### src/rtl/adcsc_pkg.sv
`default_nettype none
package adcsc_pkg;
    localparam logic [1:0] ADCSC_ADDR_CTRL = 2'h0;
    localparam logic [1:0] ADCSC_ADDR_RES  = 2'h1;
    localparam logic [1:0] ADCSC_ADDR_ANS  = 2'h2;
    localparam logic [1:0] ADCSC_ADDR_IRQ  = 2'h3;
    localparam int CTRL_ON  = 0;
    localparam int CTRL_GO  = 1;
    localparam int CTRL_CHS = 2;
    localparam int CTRL_CKS = 6;
    localparam logic [7:0] CTRL_RESET = 8'hfc;
    localparam logic [7:0] ANS_RESET  = 8'hff;
    localparam logic [1:0] CKS_DIV16  = 2'h0;
    localparam logic [1:0] CKS_DIV8   = 2'h1;
    localparam logic [1:0] CKS_DIV4   = 2'h2;
    localparam logic [3:0] DIV16_TOP  = 4'hf;
    localparam logic [3:0] DIV8_TOP   = 4'h7;
    localparam logic [3:0] DIV4_TOP   = 4'h3;
    localparam logic [3:0] SHIFTS     = 4'h9;
    typedef enum logic [2:0] {
        ADCSC_IDLE = 3'h1,
        ADCSC_CONV = 3'h2,
        ADCSC_LAST = 3'h4
    } adcsc_state_t;
endpackage : adcsc_pkg
`default_nettype wire

### src/rtl/adcsc_div.sv
`default_nettype none
// Tick generator: one pulse per conversion bit period
module adcsc_div
    import adcsc_pkg::*;
(
    // Clock and reset
    input  wire logic       ref_clk_in,
    input  wire logic       reset_n_in,
    // Control
    input  wire logic       run_in,
    input  wire logic [1:0] cks_in,
    input  wire logic       osc_tick_in,
    // Tick
    output logic            tick_out
);
    logic [3:0] cnt_q, cnt_d;
    logic [3:0] top;
    logic       adv;
    always_comb begin
        case (cks_in)
            CKS_DIV16: top = DIV16_TOP;
            CKS_DIV8:  top = DIV8_TOP;
            CKS_DIV4:  top = DIV4_TOP;
            default:   top = DIV4_TOP;
        endcase
        // Select 11 counts internal oscillator ticks instead
        adv = (cks_in == 2'h3) ? osc_tick_in : 1'b1;
        cnt_d = cnt_q;
        if (!run_in)
            cnt_d = 4'h0;
        else if (adv)
            cnt_d = (cnt_q == top) ? 4'h0 : cnt_q + 4'h1;
    end
    always_ff @(posedge ref_clk_in or negedge reset_n_in) begin
        if (!reset_n_in)
            cnt_q <= 4'h0;
        else
            cnt_q <= cnt_d;
    end
    assign tick_out = run_in && adv && (cnt_q == top);
endmodule // adcsc_div
`default_nettype wire

### src/rtl/adcsc_top.sv
`default_nettype none
module adcsc_top
    import adcsc_pkg::*;
(
    // Clock and reset
    input  wire logic       ref_clk_in,
    input  wire logic       reset_n_in,
    // Register port
    input  wire logic [1:0] addr_in,
    input  wire logic [7:0] wdata_in,
    input  wire logic       wr_in,
    input  wire logic       rd_in,
    output logic      [7:0] rdata_out,
    // Device power state
    input  wire logic       sleep_in,
    input  wire logic       wake_in,
    input  wire logic       osc_tick_in,
    // Analog side
    input  wire logic       comp_in,
    output logic      [3:0] chan_out,
    output logic      [7:0] ans_out,
    output logic            conv_on_out,
    // Interrupt
    output logic            irq_out
);
    import adcsc_pkg::*;

    adcsc_state_t st_q, st_d;
    logic [7:0] ctrl_q, ctrl_d;
    logic [7:0] res_q, res_d;
    logic [7:0] ans_q, ans_d;
    logic [3:0] chan_q, chan_d;
    logic [3:0] nsh_q, nsh_d;
    logic       done_q, done_d, mask_q, mask_d;
    logic [7:0] rdata_q, rdata_d;
    logic [2:0] cs_q;
    logic       comp_s;
    logic       tick;
    logic       busy;
    logic [2:0] bit_pos;

    // Comparator is asynchronous: three stages, second and third agree
    always_ff @(posedge ref_clk_in or negedge reset_n_in) begin
        if (!reset_n_in) begin
            cs_q   <= 3'h0;
            comp_s <= 1'b0;
        end else begin
            cs_q <= {cs_q[1:0], comp_in};
            if (cs_q[1] == cs_q[2])
                comp_s <= cs_q[2];
        end
    end

    assign busy = (st_q != ADCSC_IDLE);
    // Bit resolved on this tick, MSB on the second tick
    assign bit_pos = 3'(SHIFTS - 4'h1 - nsh_q);

    adcsc_div u_div (
        .ref_clk_in  (ref_clk_in),
        .reset_n_in  (reset_n_in),
        .run_in      (busy && !sleep_in),
        .cks_in      (ctrl_q[CTRL_CKS+:2]),
        .osc_tick_in (osc_tick_in),
        .tick_out    (tick)
    );

    always_comb begin
        st_d    = st_q;
        ctrl_d  = ctrl_q;
        res_d   = res_q;
        ans_d   = ans_q;
        chan_d  = chan_q;
        nsh_d   = nsh_q;
        done_d  = done_q;
        mask_d  = mask_q;
        rdata_d = 8'h0;
        if (wr_in && addr_in == ADCSC_ADDR_CTRL) begin
            ctrl_d = wdata_in;
            // Go only sticks when converter stays on
            if (!wdata_in[CTRL_ON])
                ctrl_d[CTRL_GO] = 1'b0;
        end
        if (wr_in && addr_in == ADCSC_ADDR_RES)
            res_d = wdata_in;
        if (wr_in && addr_in == ADCSC_ADDR_ANS)
            ans_d = wdata_in;
        if (wr_in && addr_in == ADCSC_ADDR_IRQ) begin
            mask_d = wdata_in[1];
            if (wdata_in[0])
                done_d = 1'b0;
        end
        if (!busy)
            chan_d = ctrl_d[CTRL_CHS+:4];
        case (st_q)
            ADCSC_IDLE: begin
                if (ctrl_d[CTRL_GO] && !ctrl_q[CTRL_GO] && !sleep_in) begin
                    res_d  = 8'h0;
                    nsh_d  = 4'h0;
                    chan_d = ctrl_d[CTRL_CHS+:4];
                    st_d   = ADCSC_CONV;
                end
            end
            ADCSC_CONV, ADCSC_LAST: begin
                if (!ctrl_d[CTRL_GO]) begin
                    st_d = ADCSC_IDLE;
                end else if (tick) begin
                    nsh_d = nsh_q + 4'h1;
                    // Marker shows how many bits a cut conversion kept
                    if (nsh_q == 4'h0)
                        res_d[$left(res_d)] = 1'b1;
                    else begin
                        res_d[bit_pos] = comp_s;
                        if (bit_pos != 3'h0)
                            res_d[bit_pos - 3'h1] = 1'b1;
                    end
                    if (nsh_d == SHIFTS) begin
                        ctrl_d[CTRL_GO] = 1'b0;
                        done_d = 1'b1;
                        st_d   = ADCSC_IDLE;
                        chan_d = ctrl_d[CTRL_CHS+:4];
                    end else if (nsh_d == SHIFTS - 4'h1)
                        st_d = ADCSC_LAST;
                end
            end
            default: st_d = ADCSC_IDLE;
        endcase
        if (sleep_in) begin
            ctrl_d = CTRL_RESET;
            chan_d = ctrl_d[CTRL_CHS+:4];
            st_d   = ADCSC_IDLE;
        end
        if (wake_in) begin
            ctrl_d = CTRL_RESET;
            ans_d  = ANS_RESET;
            chan_d = ctrl_d[CTRL_CHS+:4];
            st_d   = ADCSC_IDLE;
        end
        if (rd_in) begin
            case (addr_in)
                ADCSC_ADDR_CTRL: rdata_d = ctrl_q;
                ADCSC_ADDR_RES:  rdata_d = res_q;
                ADCSC_ADDR_ANS:  rdata_d = ans_q;
                default:         rdata_d = {6'h0, mask_q, done_q};
            endcase
        end
    end

    always_ff @(posedge ref_clk_in or negedge reset_n_in) begin
        if (!reset_n_in) begin
            st_q    <= ADCSC_IDLE;
            ctrl_q  <= CTRL_RESET;
            res_q   <= 8'h0;
            ans_q   <= ANS_RESET;
            chan_q  <= 4'hf;
            nsh_q   <= 4'h0;
            done_q  <= 1'b0;
            mask_q  <= 1'b0;
            rdata_q <= 8'h0;
        end else begin
            st_q    <= st_d;
            ctrl_q  <= ctrl_d;
            res_q   <= res_d;
            ans_q   <= ans_d;
            chan_q  <= chan_d;
            nsh_q   <= nsh_d;
            done_q  <= done_d;
            mask_q  <= mask_d;
            rdata_q <= rdata_d;
        end
    end

    assign rdata_out   = rdata_q;
    assign chan_out    = chan_q;
    assign ans_out     = ans_q;
    assign conv_on_out = ctrl_q[CTRL_ON];
    assign irq_out     = done_q && mask_q;
endmodule // adcsc_top
`default_nettype wire

### config.mk
export PLATFORM = sky130hd
export DESIGN_NAME = adcsc_top
export DESIGN_NICKNAME = d
export VERILOG_FILES = /design/src/rtl/adcsc_pkg.sv /design/src/rtl/adcsc_div.sv /design/src/rtl/adcsc_top.sv
export SDC_FILE = /design/constraint.sdc
export NUM_CORES = 1
export LEC_CHECK = 0
export BUFFER_PORTS_ARGS = -buffer_cell sky130_fd_sc_hd__buf_4
export CAP_MARGIN = 40
export CORE_MARGIN = 1.5
export CORE_UTILIZATION = 62
export CTS_CLUSTER_DIAMETER = 80
export DETAILED_ROUTE_END_ITERATION = 7
export PLACE_DENSITY = 0.89
export SETUP_SLACK_MARGIN = 0.4
export SLEW_MARGIN = 20
export SYNTH_ARGS = -nofsm -noshare
export SYNTH_HDL_FRONTEND = slang
export SYNTH_HIERARCHICAL = 1
export SYNTH_SLANG_ARGS = --single-unit
### constraint.sdc
create_clock -name ref_clk_in -period 6.4 [get_ports ref_clk_in]
set_input_delay 0.64 -clock ref_clk_in [delete_from_list [all_inputs] [get_ports ref_clk_in]]
set_output_delay 0.64 -clock ref_clk_in [all_outputs]
set_load 0.03 [all_outputs]
==> results.py <==
metrics = {
    "detailed_routing": {
        "first_pass_iters": 7,
        "drc": 2,
        "vias": 2421,
        "vias_per_cell": 6.30,
        "drtIter0Drc": 177,
        "wl_per_cell_um": 16.9,
        "ant_nets": 0,
        "wirelength_mm": 6.51,
    },
    "clock_network": {
        "cts_setup_buffers": 0,
        "clkSlewWorstSetupHoldPaths_ps": 90,
        "htree_num_levels": 2,
        "insertion_delay_ps": 300,
        "cts.path.max_buffers": 2,
        "cts-root-buf": "clkbuf_8",
        "cts_tree": "built",
        "cts_num_sinks": 53,
        "post_cts_resized": 0,
        "cts_buffers": 5,
        "hold_buffers": 0,
    },
    "synthesis": {
        "synth-xor-area-share_pct": 1.19,
        "synthAdderAreaFrac_pct": 2.04,
        "synth_seq_cells": 53,
        "synthCells": 299,
        "synth_compound_area_share_pct": 11.7,
        "async_flop_share_pct": 100,
        "ys.flop_type": "dfrtp_1",
        "synth_edf_count": 0,
        "synth_top_family_by_area": "simple AND/OR/NAND/NOR gates",
        "synth.area.mux_share_pct": 9.33,
        "yosys.area_share.simple_pct": 26.7,
        "synth_area_per_cell_um2": 9.83,
        "synth-seq-area-share_pct": 46.0,
        "netlist_area_um2": 2940,
        "synth_nets": 321,
        "yosysWarnings": 6,
        "synth_cell_type_count": 56,
    },
    "placed_design": {
        "dp_hpwl_mm": 4.76,
        "placed_cell_area_um2": 3230,
        "gp_congestion": 0.939,
        "io_buffers": 39,
    },
    "grt": {
        "grt_pass1_wl_mm": 11.1,
        "grt_pass1_vias": 2355,
        "grt_max_degree": 54,
        "track_usage_pct": 27.8,
        "overflow": 0,
        "antenna_found_initial": 0,
    },
    "run_status": {
        "outcome": "finished with violations",
        "violations": "DRC",
    },
    "setup_path": {
        "cp_top_family": "simple AND/OR/NAND/NOR gates",
        "arrival_ps": 2880,
        "path_cells": "ha_1, nand3b_1, o21ai_1, and3_1, inv_1, a21oi_1, nand3_2, or4_1, nand3_1",
        "critPathBufInv": 1,
        "start_kind": "flip-flop",
        "slowest_delay_ps": 450,
        "cp_slowest_cell": "or4_1",
        "cp_max_fo": 7,
        "cp_data_required_time_ps": 6640,
        "path_class": "flip-flop to flip-flop",
        "cp-end-kind": "flip-flop",
    },
    "floorplan": {
        "dieArea_um2": 5160,
        "start_util_pct": 66.1,
        "die_w_um": 71.8,
        "num_rows": 24,
        "io-pin-count": 40,
        "die_h_um": 71.8,
        "coreArea_um2": 4440,
    },
    "run": {
        "maxCapViolCount": 0,
    },
    "power": {
        "irDropWorstVdd_v": 0.000121,
        "cell_internal_pwr_mw": 0.488,
        "p_seq_share_pct": 55.6,
        "combPwrFrac_pct": 17.8,
        "p_clk_share_pct": 26.6,
        "p_sw_share_pct": 28.0,
        "p_sw_mw": 0.189,
        "power.total_mw": 0.677,
        "pwr_density_cell_nw_per_um2": 205,
        "p_leak_nw": 1.43,
    },
    "sta": {
        "finalSetupViolCount": 0,
        "fin_skew_ps": 4.20,
        "finalCriticalPeriod_ps": 2630,
        "worstMarginPinSlew_ps": 679,
        "rsz0062_at_grt": "false",
        "finalCritPeriodShare_pct": 41.2,
        "fmaxAchievable_mhz": 380,
        "hold_viol_final": 0,
        "relSlewSlack_pct": 54.5,
        "final_max_slew_viol_count": 0,
        "tns_ps": 0,
    },
    "finish": {
        "area_delta_synth_final_pct": 12.6,
        "final_common_cell": "nand2_1",
        "design_area_um2": 3310,
        "final_cell_mix": "nand2_1, buf_4, dfrtp_1",
        "nNetsFinal": 353,
        "num_antenna_cells": 0,
        "drive_gt1_share_pct": 26.8,
    },
    "min_path": {
        "hold_path_class": "input pin to asynchronous set/reset pin",
    },
}
==> flip-flops by register name, indices dropped and copies added, names as in the netlist <==
register and flops:
ans_out 8, chan_out 4, comp_s 1, cs_q 3
ctrl_q 8, done_q 1, mask_q 1, nsh_q 4
rdata_out 8, res_q 8, st_q 3, u_div/cnt_q 4
==> stage by stage <==
stage          hold slack, ps  utilization (%)  worst slack, ps  cells
5_1_grt                   372             74.4             3590    384
2_1_floorplan             331                -             4240    299
6_report                  344             74.4             3770    384
3_5_place_dp              344             72.6             3820    376
3_3_place_gp              333             72.6             3890    376
4_1_cts                   364             74.4             3810    384
==> cell usage after synthesis, drive strengths merged, types with 2 or more instances <==
master  count  area (µm²)
mux2i      12         120
o21ai      17        88.8
nor3b       4        41.3
and3        5        31.3
or3b        2        17.5
nand2      51         191
ha          4        50.1
or3         7        43.8
a21oi       6        30.0
and2       10        62.6
dfstp      19         499
nor2b       2        12.5
nor2       17        66.3
inv         5        18.8
nor3        3        15.0
xnor2       2        17.5
o211a       2        20.0
o32ai       7        61.3
nor4        4        25.0
xor2        2        17.5
clkbuf     10        37.5
buf         4        32.5
mux4        2        45.0
nand3      17         103
dfrtp      34         851
nand3b     14         105
or2         2        12.5
a21boi      5        41.3
a31oi       5        31.3
mux2        9         109
==> layer usage <==
layer | vias to the layer above | track usage, % | wire, µm
met3 | 12 | 4.92 | 369
li1 | 1126 | - | -
met1 | 1186 | 35.5 | 2730
met5 | - | 0 | 0
met4 | 0 | 11.5 | 142
met2 | 97 | 47.0 | 3260
==> kinds of logic (layout without fill, tap and decap cells) <==
kind of cell,after synthesis,in the layout
and+or+nand+nor,144,144
DFF,53,53
AOI/OAI and AO/OA,50,50
muxes,23,23
buffers and inverters,20,53
adders and majority gates,5,5
xor gates and xnor gates,4,4
==> area by class of cell <==
cell class | instances | area [µm²]
clock buffers | 6 | 72.6
fillers | 303 | 1140
inverters | 6 | 22.5
clock inverters | 2 | 10.0
well taps | 52 | 65.1
flip-flops and latches | 53 | 1350
multi-input cells | 226 | 1500
repair buffers | 39 | 293
==> power groups by stage <==
stage	combinational, mW	sequential [mW]	clock [mW]
finish	0.121	0.376	0.180
global route	0.133	0.379	0.195
CTS	0.120	0.376	0.182
detailed placement	0.120	0.382	0
global placement	0.117	0.381	0
floorplan	0.0664	0.390	0
==> final timing paths <==
path,from,endpoint,slack [ps],cells past startpoint
worst max-delay path,u_div/cnt_q[0],res_q[4],3770,9
worst min-delay path,reset_n_in,u_div/cnt_q[2],340,1
worst max register to register,u_div/cnt_q[0],res_q[4],3770,9
worst min register to register,cs_q[0],cs_q[1],360,0
max in group asynchronous,reset_n_in,nsh_q[2],5630,1
min in group ref_clk_in,cs_q[0],cs_q[1],360,0
Note: power is estimated with default switching activity, not from simulation.
